--- src/core/sior_pkg.sv ---
package sior_pkg;

	// ----------------------------------------
	// Host I/O ports and register indexes
	// ----------------------------------------
	localparam logic [9:0] INDEX_PORT = 10'h3_F0;
	localparam logic [9:0] DATA_PORT = 10'h3_F1;
	localparam logic [7:0] IDX_PRINTER = 8'h01;
	localparam logic [7:0] IDX_SERIAL = 8'h02;
	localparam logic [7:0] IDX_FLOPPY = 8'h03;

	// ----------------------------------------
	// Power-up values and floppy reserved-bit mask
	// ----------------------------------------
	localparam logic [7:0] RST_PRINTER = 8'h9F;
	localparam logic [7:0] RST_SERIAL = 8'hDC;
	localparam logic [7:0] RST_FLOPPY = 8'h78;
	localparam logic [7:0] FLOPPY_RSVD_MASK = 8'hFA;

	// ----------------------------------------
	// Field positions
	// ----------------------------------------
	localparam int PP_PWR_BIT = 2;
	localparam int PP_MODE_BIT = 3;
	localparam int IRQ_POL_BIT = 4;
	localparam int LOCK_BIT = 7;
	localparam int SP1_EN_BIT = 2;
	localparam int SP1_PWR_BIT = 3;
	localparam int SP2_EN_BIT = 6;
	localparam int SP2_PWR_BIT = 7;
	localparam int OS_TWO_BIT = 1;
	localparam int ADR_SEL_BIT = 7;

	// ----------------------------------------
	// Base addresses
	// ----------------------------------------
	localparam logic [9:0] PP_BASE_1 = 10'h3_BC;
	localparam logic [9:0] PP_BASE_2 = 10'h3_78;
	localparam logic [9:0] PP_BASE_3 = 10'h2_78;
	localparam logic [9:0] COM1_BASE = 10'h3_F8;
	localparam logic [9:0] COM2_BASE = 10'h2_F8;
	localparam logic [9:0] C34_0_A = 10'h3_38;
	localparam logic [9:0] C34_0_B = 10'h2_38;
	localparam logic [9:0] C34_1_A = 10'h3_E8;
	localparam logic [9:0] C34_1_B = 10'h2_E8;
	localparam logic [9:0] C34_2_A = 10'h2_E8;
	localparam logic [9:0] C34_2_B = 10'h2_E0;
	localparam logic [9:0] C34_3_A = 10'h2_20;
	localparam logic [9:0] C34_3_B = 10'h2_28;

	// Floppy interface modes
	typedef enum logic [1:0] {
		SIOR_FMODE_B = 2'b00,
		SIOR_FMODE_A = 2'b01,
		SIOR_FMODE_RSVD = 2'b10,
		SIOR_FMODE_AT = 2'b11
	} sior_fmode_t;

	// Host I/O cycle
	typedef struct packed {
		logic wr;
		logic rd;
		logic [9:0] addr;
		logic [7:0] data;
	} sior_io_t;

	// Decoded resource controls
	typedef struct packed {
		logic pp_active;
		logic [9:0] pp_base;
		logic pp_powered;
		logic pp_printer_mode;
		logic irq_active_high;
		logic sp1_active;
		logic [9:0] sp1_base;
		logic sp1_powered;
		logic sp2_active;
		logic [9:0] sp2_base;
		logic sp2_powered;
		logic floppy_enhanced;
		logic [1:0] drive_opt;
		sior_fmode_t floppy_mode;
		logic adr_out_sel;
	} sior_ctrl_t;

endpackage

--- src/core/sior_irq_pol.sv ---
`timescale 1ns/10ps
`default_nettype none
// Polarity stage for one interrupt line
module sior_irq_pol (
	// Clock and reset
	input wire logic clk,
	input wire logic sys_rst,
	// Control and request
	input wire logic active_high,
	input wire logic req,
	// Pin
	output logic pin_out,
	output logic pin_oe
);
	// Low idle driven when active high, tri-state idle when active low
	always_ff @(posedge clk) begin
		if (sys_rst) begin
			pin_out <= 1'b0;
			pin_oe <= 1'b0;
		end else begin
			pin_out <= active_high ? req : 1'b0;
			pin_oe <= active_high ? 1'b1 : req;
		end
	end
endmodule // sior_irq_pol
`default_nettype wire

--- src/core/sior_regs.sv ---
`timescale 1ns/10ps
`default_nettype none
// ----------------------------------------
// Configuration register bank
// ----------------------------------------
module sior_regs (
	// Clock and resets
	input wire logic clk,
	input wire logic sys_rst,
	input wire logic power_on_rst,
	input wire logic hard_rst,
	// Host I/O
	input wire logic config_mode,
	input wire sior_pkg::sior_io_t io,
	output logic [7:0] rd_data,
	output logic rd_valid,
	// Decode of host cycles
	output logic pp_hit,
	output logic sp1_hit,
	output logic sp2_hit,
	// Resource controls
	output sior_pkg::sior_ctrl_t ctrl,
	// Floppy rate select
	input wire logic [1:0] rate_sel,
	output logic rate_select_out0,
	output logic rate_select_out1,
	// Shared address/drive-2 pin
	input wire logic second_drive_indicator,
	input wire logic decoded_addr_hit,
	output logic decoded_addr_out,
	output logic decoded_addr_oe,
	output logic drive2_present,
	// Interrupt requests and pins
	input wire logic [3:0] irq_req,
	output logic serial_irq_a,
	output logic serial_irq_a_oe,
	output logic serial_irq_b,
	output logic serial_irq_b_oe,
	output logic floppy_irq_out,
	output logic floppy_irq_out_oe,
	output logic printer_irq_out,
	output logic printer_irq_out_oe
);

	// ----------------------------------------
	// Storage
	// ----------------------------------------
	logic [7:0] config_index_reg;
	logic [7:0] printer_port_setup;
	logic [7:0] serial_port_setup;
	logic [7:0] floppy_option_setup;
	logic second_drive_indicator_meta;
	logic second_drive_indicator_sync;
	logic [1:0] rate_sel_q;
	logic [3:0] irq_pin_out;
	logic [3:0] irq_pin_oe;

	// ----------------------------------------
	// Host cycle decode
	// ----------------------------------------
	wire logic config_lock_bit = printer_port_setup[sior_pkg::LOCK_BIT];
	wire logic idx_wr = config_mode && io.wr && io.addr == sior_pkg::INDEX_PORT;
	wire logic data_cyc = config_mode && io.addr == sior_pkg::DATA_PORT;
	// Lock cleared shuts data port for reads and writes
	wire logic data_ok = data_cyc && config_lock_bit;
	wire logic data_wr = data_ok && io.wr;
	wire logic data_rd = data_ok && io.rd;
	wire logic wr_pp = data_wr && config_index_reg == sior_pkg::IDX_PRINTER;
	wire logic wr_sp = data_wr && config_index_reg == sior_pkg::IDX_SERIAL;
	wire logic wr_fo = data_wr && config_index_reg == sior_pkg::IDX_FLOPPY;
	// Lock may only go from 1 to 0 by software
	wire logic next_lock = config_lock_bit & io.data[sior_pkg::LOCK_BIT];

	// Read mux, unknown index reads zero
	wire logic [7:0] next_rd_data =
		(config_index_reg == sior_pkg::IDX_PRINTER) ? printer_port_setup :
		(config_index_reg == sior_pkg::IDX_SERIAL) ? serial_port_setup :
		(config_index_reg == sior_pkg::IDX_FLOPPY) ? (floppy_option_setup & sior_pkg::FLOPPY_RSVD_MASK) :
		8'h00;

	// ----------------------------------------
	// Index register and host read path
	// ----------------------------------------
	// Ordinary reset leaves configuration alone, so it only clears the read data and strobe
	always_ff @(posedge clk) begin
		if (power_on_rst) begin
			config_index_reg <= 8'h00;
		end else if (idx_wr) begin
			config_index_reg <= io.data;
		end
	end

	always_ff @(posedge clk) begin
		if (sys_rst || power_on_rst) begin
			rd_data <= 8'h00;
			rd_valid <= 1'b0;
		end else begin
			rd_data <= data_rd ? next_rd_data : 8'h00;
			rd_valid <= data_rd;
		end
	end

	// ----------------------------------------
	// Configuration registers
	// ----------------------------------------
	// Only power-up restores defaults; sys_rst deliberately absent
	always_ff @(posedge clk) begin
		if (power_on_rst) begin
			printer_port_setup <= sior_pkg::RST_PRINTER;
		end else if (wr_pp) begin
			printer_port_setup <= {next_lock, io.data[6:0]};
		end else if (hard_rst) begin
			printer_port_setup[sior_pkg::LOCK_BIT] <= 1'b1;
		end
	end

	always_ff @(posedge clk) begin
		if (power_on_rst) begin
			serial_port_setup <= sior_pkg::RST_SERIAL;
		end else if (wr_sp) begin
			serial_port_setup <= io.data;
		end
	end

	always_ff @(posedge clk) begin
		if (power_on_rst) begin
			floppy_option_setup <= sior_pkg::RST_FLOPPY;
		end else if (wr_fo) begin
			floppy_option_setup <= io.data & sior_pkg::FLOPPY_RSVD_MASK;
		end
	end

	// ----------------------------------------
	// Base address decode
	// ----------------------------------------
	wire logic [9:0] pp_table [4];
	assign pp_table[0] = 10'h0_00;
	assign pp_table[1] = sior_pkg::PP_BASE_1;
	assign pp_table[2] = sior_pkg::PP_BASE_2;
	assign pp_table[3] = sior_pkg::PP_BASE_3;
	wire logic [9:0] pp_base = pp_table[printer_port_setup[1:0]];
	wire logic pp_on = printer_port_setup[1:0] != 2'b00;

	wire logic [9:0] c34_a [4];
	wire logic [9:0] c34_b [4];
	assign c34_a[0] = sior_pkg::C34_0_A;
	assign c34_b[0] = sior_pkg::C34_0_B;
	assign c34_a[1] = sior_pkg::C34_1_A;
	assign c34_b[1] = sior_pkg::C34_1_B;
	assign c34_a[2] = sior_pkg::C34_2_A;
	assign c34_b[2] = sior_pkg::C34_2_B;
	assign c34_a[3] = sior_pkg::C34_3_A;
	assign c34_b[3] = sior_pkg::C34_3_B;
	wire logic [9:0] third_base = c34_a[printer_port_setup[6:5]];
	wire logic [9:0] fourth_base = c34_b[printer_port_setup[6:5]];

	wire logic [9:0] sp1_base;
	wire logic [9:0] sp2_base;
	sior_sel u_sel1 (
		.code(serial_port_setup[1:0]),
		.third_base(third_base),
		.fourth_base(fourth_base),
		.base(sp1_base)
	);
	sior_sel u_sel2 (
		.code(serial_port_setup[5:4]),
		.third_base(third_base),
		.fourth_base(fourth_base),
		.base(sp2_base)
	);

	wire logic sp1_on = serial_port_setup[sior_pkg::SP1_EN_BIT];
	wire logic sp2_on = serial_port_setup[sior_pkg::SP2_EN_BIT];
	wire logic host_cyc = io.rd || io.wr;
	// Eight-byte windows; disabled ports never claim a cycle
	wire logic pp_match = pp_on && host_cyc && io.addr[9:3] == pp_base[9:3];
	wire logic sp1_match = sp1_on && host_cyc && io.addr[9:3] == sp1_base[9:3];
	wire logic sp2_match = sp2_on && host_cyc && io.addr[9:3] == sp2_base[9:3];

	// ----------------------------------------
	// Floppy controls
	// ----------------------------------------
	wire logic os_two = floppy_option_setup[sior_pkg::OS_TWO_BIT];
	// Drive options only matter outside enhanced mode two
	wire logic [1:0] eff_opt = os_two ? 2'b11 : floppy_option_setup[4:3];
	// Option 11 passes rate select straight; 10 swaps, 01 forces low bit, 00 forces high bit
	wire logic [1:0] next_rate =
		(eff_opt == 2'b11) ? rate_sel :
		(eff_opt == 2'b10) ? {rate_sel[0], rate_sel[1]} :
		(eff_opt == 2'b01) ? {rate_sel[1], 1'b0} :
		{1'b0, rate_sel[0]};
	wire logic adr_sel = floppy_option_setup[sior_pkg::ADR_SEL_BIT];

	// ----------------------------------------
	// Registered outputs
	// ----------------------------------------
	always_ff @(posedge clk) begin
		if (sys_rst) begin
			pp_hit <= 1'b0;
			sp1_hit <= 1'b0;
			sp2_hit <= 1'b0;
			rate_sel_q <= 2'b00;
		end else begin
			pp_hit <= pp_match;
			sp1_hit <= sp1_match;
			sp2_hit <= sp2_match;
			rate_sel_q <= next_rate;
		end
	end

	assign rate_select_out0 = rate_sel_q[0];
	assign rate_select_out1 = rate_sel_q[1];

	// Control bundle follows the registers one edge later
	always_ff @(posedge clk) begin
		if (sys_rst) begin
			ctrl <= '0;
		end else begin
			ctrl.pp_active <= pp_on;
			ctrl.pp_base <= pp_base;
			ctrl.pp_powered <= printer_port_setup[sior_pkg::PP_PWR_BIT];
			ctrl.pp_printer_mode <= printer_port_setup[sior_pkg::PP_MODE_BIT];
			ctrl.irq_active_high <= printer_port_setup[sior_pkg::IRQ_POL_BIT];
			ctrl.sp1_active <= sp1_on;
			ctrl.sp1_base <= sp1_base;
			ctrl.sp1_powered <= serial_port_setup[sior_pkg::SP1_PWR_BIT];
			ctrl.sp2_active <= sp2_on;
			ctrl.sp2_base <= sp2_base;
			ctrl.sp2_powered <= serial_port_setup[sior_pkg::SP2_PWR_BIT];
			ctrl.floppy_enhanced <= os_two;
			ctrl.drive_opt <= eff_opt;
			ctrl.floppy_mode <= sior_pkg::sior_fmode_t'(floppy_option_setup[6:5]);
			ctrl.adr_out_sel <= adr_sel;
		end
	end

	// ----------------------------------------
	// Shared address/drive-2 pin
	// ----------------------------------------
	// Pin input is asynchronous, two stages before use
	always_ff @(posedge clk) begin
		if (sys_rst) begin
			second_drive_indicator_meta <= 1'b0;
			second_drive_indicator_sync <= 1'b0;
			drive2_present <= 1'b0;
			decoded_addr_out <= 1'b0;
			decoded_addr_oe <= 1'b0;
		end else begin
			second_drive_indicator_meta <= second_drive_indicator;
			second_drive_indicator_sync <= second_drive_indicator_meta;
			drive2_present <= adr_sel ? 1'b0 : second_drive_indicator_sync;
			decoded_addr_out <= adr_sel && decoded_addr_hit;
			decoded_addr_oe <= adr_sel;
		end
	end

	// ----------------------------------------
	// Interrupt pins
	// ----------------------------------------
	genvar gi;
	generate
		for (gi = 0; gi < 4; gi++) begin : g_irq
			sior_irq_pol u_pol (
				.clk(clk),
				.sys_rst(sys_rst),
				.active_high(printer_port_setup[sior_pkg::IRQ_POL_BIT]),
				.req(irq_req[gi]),
				.pin_out(irq_pin_out[gi]),
				.pin_oe(irq_pin_oe[gi])
			);
		end
	endgenerate

	assign serial_irq_a = irq_pin_out[0];
	assign serial_irq_a_oe = irq_pin_oe[0];
	assign serial_irq_b = irq_pin_out[1];
	assign serial_irq_b_oe = irq_pin_oe[1];
	assign floppy_irq_out = irq_pin_out[2];
	assign floppy_irq_out_oe = irq_pin_oe[2];
	assign printer_irq_out = irq_pin_out[3];
	assign printer_irq_out_oe = irq_pin_oe[3];

endmodule // sior_regs
`default_nettype wire

--- src/core/sior_sel.sv ---
`timescale 1ns/10ps
`default_nettype none
// Chooses a serial base from a two-bit code
module sior_sel (
	// Selection
	input wire logic [1:0] code,
	input wire logic [9:0] third_base,
	input wire logic [9:0] fourth_base,
	// Result
	output logic [9:0] base
);
	wire logic [9:0] pick [4];
	assign pick[0] = sior_pkg::COM1_BASE;
	assign pick[1] = sior_pkg::COM2_BASE;
	assign pick[2] = third_base;
	assign pick[3] = fourth_base;
	// Same code map for both ports
	assign base = pick[code];
endmodule // sior_sel
`default_nettype wire

--- config.mk ---
export PLATFORM = sky130hd
export DESIGN_NAME = sior_regs
export DESIGN_NICKNAME = d
export VERILOG_FILES = /design/src/core/sior_pkg.sv /design/src/core/sior_irq_pol.sv /design/src/core/sior_regs.sv /design/src/core/sior_sel.sv
export SDC_FILE = /design/constraint.sdc
export NUM_CORES = 1
export LEC_CHECK = 0
export BUFFER_PORTS_ARGS = -buffer_cell sky130_fd_sc_hd__buf_4
export CORE_UTILIZATION = 57
export DETAILED_ROUTE_END_ITERATION = 10
export PLACE_DENSITY = 0.86
export SKIP_LAST_GASP = 1
export SYNTH_ARGS = -nofsm -noshare
export SYNTH_HDL_FRONTEND = slang
export SYNTH_HIERARCHICAL = 1
export SYNTH_SLANG_ARGS = --single-unit
--- constraint.sdc ---
create_clock -name clk -period 2.65 [get_ports clk]
set_input_delay 0.3975 -clock clk [delete_from_list [all_inputs] [get_ports clk]]
set_output_delay 0.3975 -clock clk [all_outputs]
set_load 0.01 [all_outputs]
==> impl_summary.md <==
Place
Including well taps, the total number of placed cells is 563. Routability-driven placement finished with a final weighted congestion of 0.8997. The count of input and output buffers is 99.

The wire-length estimate of the detail-placed layout is 6219 um. The placed instances occupy a cell area of 0.004636 mm^2.

Min path
The min-delay analysis places its worst path in the category input pin to flip-flop. The start point of the worst hold path is decoded_addr_hit. The depth of the worst hold-timing path is 2.

The path with the worst hold slack has its endpoint at decoded_addr_out.

Timing
The portion of the clock cycle consumed by the worst path in the final layout is 0.8262. Setup violations remaining at the end of the flow were counted as 0. The sum of negative setup slack is 0 ps. Setup repair after global routing left no endpoint under its margin. The measured slew at the worst slew-check pin is 736.2 ps. The post-layout minimum cycle time is 2189 ps. The highest clock frequency the design can meet is 456.8 MHz.

The worst slack on hold paths is 231.7 ps. The number of slew-limit violations in the final report came to 0. The relative max-transition margin is 0.5085. The final hold violation count came to 0. Between clock sinks in the finished design, the worst skew comes to 12.25 ps.

Synth
Counting distinct cell types in the post-synthesis netlist gives 46. After synthesis, the most frequently instantiated cells are sky130_fd_sc_hd__dfxtp_1, sky130_fd_sc_hd__nor2b_1, sky130_fd_sc_hd__mux2i_1, sky130_fd_sc_hd__nor2_1, sky130_fd_sc_hd__nand2_1. The most used flip-flop cell after synthesis is sky130_fd_sc_hd__dfxtp_1. After technology mapping, the gate count stands at 389. A synthesized cell averages 9.936 um^2. The synthesized design contains 0 enable-type register cells.

For this run, the register share of the synthesized area comes to 0.4869. The biggest area contributor in the post-synthesis netlist is sky130_fd_sc_hd__dfxtp_1. The portion of synthesized cell area occupied by the leading cell type is 0.4869. After synthesis, the share of flip-flops with an asynchronous set or reset is 0. Sorting the synthesized cells by area gives the leading types as sky130_fd_sc_hd__dfxtp_1, sky130_fd_sc_hd__mux2i_1, sky130_fd_sc_hd__nor2b_1, sky130_fd_sc_hd__nor2_1, sky130_fd_sc_hd__xnor2_1.

After synthesis the netlist holds a flip-flop and latch count of 94. The most common cell in the synthesized netlist is sky130_fd_sc_hd__dfxtp_1. The count of synthesis-stage warnings from yosys is 6.

Summing every instance area after synthesis gives 0.003865 mm^2.

Critical path
Among all stages on the critical path, the largest delay is contributed by sky130_fd_sc_hd__dfxtp_1. The type of element capturing the critical path is a flip-flop. The capture instance of the worst register-to-register path is sp2_hit. The delay of the slowest cell on the worst path is 810 ps. The reg-to-reg critical path startpoint is serial_port_setup[4]. The class of the most critical setup path is flip-flop to flip-flop.

The setup check on the worst reg-to-reg path leaves a slack of 460 ps. The required time of the critical path is 2960 ps. Of all nets on the critical path, the largest fanout is 13.

The family with the most delay on the worst path is flip-flops. Measured in cells, the most critical reg-to-reg path has a length of 5. Traced cell by cell, the critical path runs through o21ai_0 -> xnor2_1 -> nand4_1 -> nor4_1 -> and3_1.

The count of buffering cells on the critical path with inverters included is 0. The kind of start point of the critical path is a flip-flop. The arrival time of the worst setup path is 2490 ps.

Die
The die footprint is 0.007114 mm^2. The horizontal die dimension is 84.35 um. The overall die height is 84.35 um. The row count is 29.

The initial cell density of the core is 0.5984. In this run the standard cell core region covers 0.006459 mm^2. The number of ports placed on the die boundary is 102.

Power
The worst vdd rail ir drop is 441.9 uV. The analysis attributes to cell leakage a power of 2.250 nW. The design draws 2.648 mW.

The ratio of total power to cell area is 546.0 mW/mm^2.

CTS
The count of instances resized after the clock tree is built is 0. CTS built an H-tree with a depth of 3. The total clock sinks is 94. The post-CTS setup buffer count is 0. The tree is rooted in a sky130_fd_sc_hd__clkbuf_8. The TritonCTS clock tree is yes.

After clock tree synthesis, the clock-pin slew on the worst setup and hold paths is 100 ps. The latest clock arrival within the worst-skew pair is 360 ps. No sink is reached through more buffers than the 2 on the longest clock path. Buffers inserted to repair hold after CTS numbered 0. The number of buffers added by the clock tree synthesis step is 9.

Detailed routing
After detailed routing, the average wire length per cell comes to 14.88 um. Dividing the detail-routed via count by the number of cells gives 5.200. The detailed router's first-iteration violation count is 195. The antenna violation net count after detailed routing is 0. The first-pass iteration count of the detailed router is 8. The detailed-route wire length is 8615 um. The total number of vias is 3011.

After detailed routing, the number of remaining DRC violations is 9.

Run status
The flow ran to the end, but the final reports show violations. The final reports fail on DRC.

Global route
Entering global routing, the biggest net connects 54 pins. The initial antenna violation count is 0. The first global-routing pass estimated 13420 um of wire. The total overflow left after global routing is 0.

The global routing usage on met3 is 0.05998. The routing usage on met2 is 0.3838. The via count of the first global-routing pass was 2748.

The global routing stage identified its most utilized layer as met2. The overall track demand over capacity in global routing is 0.2457. For this run, global-route usage on met1 was measured as 0.3165.

Job
Max-cap violations in this run came to 0.

Layout
The number of flip-flops in the largest register is 37. The ratio of cells with drive above 1 in the final layout is 0.2510. The number of antenna cells inserted is 0. ctrl holds more flip-flops than any other register. The post-layout instance count excluding filler cells is 579. The final instance area is 0.004850 mm^2. The layout-stage area growth over the synthesis result is 25.48%. The net total in the final layout is 536.
-- metal layers --
metal	part of all wire	vias up
met2	0.47	115
met1	0.44	1397
met5	0	-
met4	0.030	0
li1	-	1477
met3	0.062	22
-- cells in the final DEF (no fill, tap or decap), drive strengths merged, types with 3 or more instances in the layout --
master,instances
nand3b,6
clkbuf,9
and3,6
inv,12
o21ai,12
nand3,5
a31o,3
ha,6
dfxtp,94
a21oi,9
nor4,3
o21ba,4
nand2,21
mux2i,42
buf,99
nand4,5
clkinv,3
xor2,7
and3b,4
nor2,41
xnor2,10
nor2b,45
conb,24
nand2b,13
-- final cells by class --
cell class | count | area [um^2]
Timing Repair Buffer | 99 | 743.2
Clock inverter | 7 | 90.09
Tap cell | 77 | 96.34
Fill cell | 476 | 1609
Multi-Input combinational cell | 284 | 1881
Inverter | 9 | 33.78
Sequential cell | 94 | 1882
Clock buffer | 9 | 123.9
-- power by group --
| part | leakage, nW | internal [mW] | switching, mW | total (mW) |
|---|---|---|---|---|
| sequential | 0.772 | 1.44 | 0.00874 | 1.45 |
| combinational | 1.37 | 0.103 | 0.0986 | 0.202 |
| clock | 0.108 | 0.457 | 0.537 | 0.994 |
| total | 2.25 | 2.00 | 0.644 | 2.65 |
-- metrics by stage --
| step | util | worst slack [ps] |
|---|---|---|
| after CTS | 0.7509 | 558.0 |
| after floorplan | - | 1077 |
| after detailed placement | 0.7177 | 666.8 |
| after global placement | 0.7177 | 741.5 |
| after global routing | 0.7509 | 388.4 |
| final | 0.7509 | 460.7 |
-- logic make-up after synthesis --
family,after synthesis,synth area share
simple gates,158,0.2341
flops,94,0.4869
mux,42,0.1088
compound gates,37,0.06248
buf+inv,33,0.04791
xor+xnor,17,0.03852
fa+ha+maj,6,0.01942
other cells,2,0.001943
-- worst max path at each step --
stage                           from      end  slack, ps  cells after the start
5_1_grt        printer_port_setup[6]  sp1_hit        390                      8
6_report        serial_port_setup[4]  sp2_hit        460                      5
4_1_cts        printer_port_setup[6]  sp2_hit        560                      8
2_1_floorplan  printer_port_setup[6]  sp2_hit       1080                      8
3_5_place_dp   printer_port_setup[6]  sp1_hit        670                      8
3_3_place_gp    serial_port_setup[4]  sp2_hit        740                      6
No activity file was read; power rests on OpenSTA's default activity.
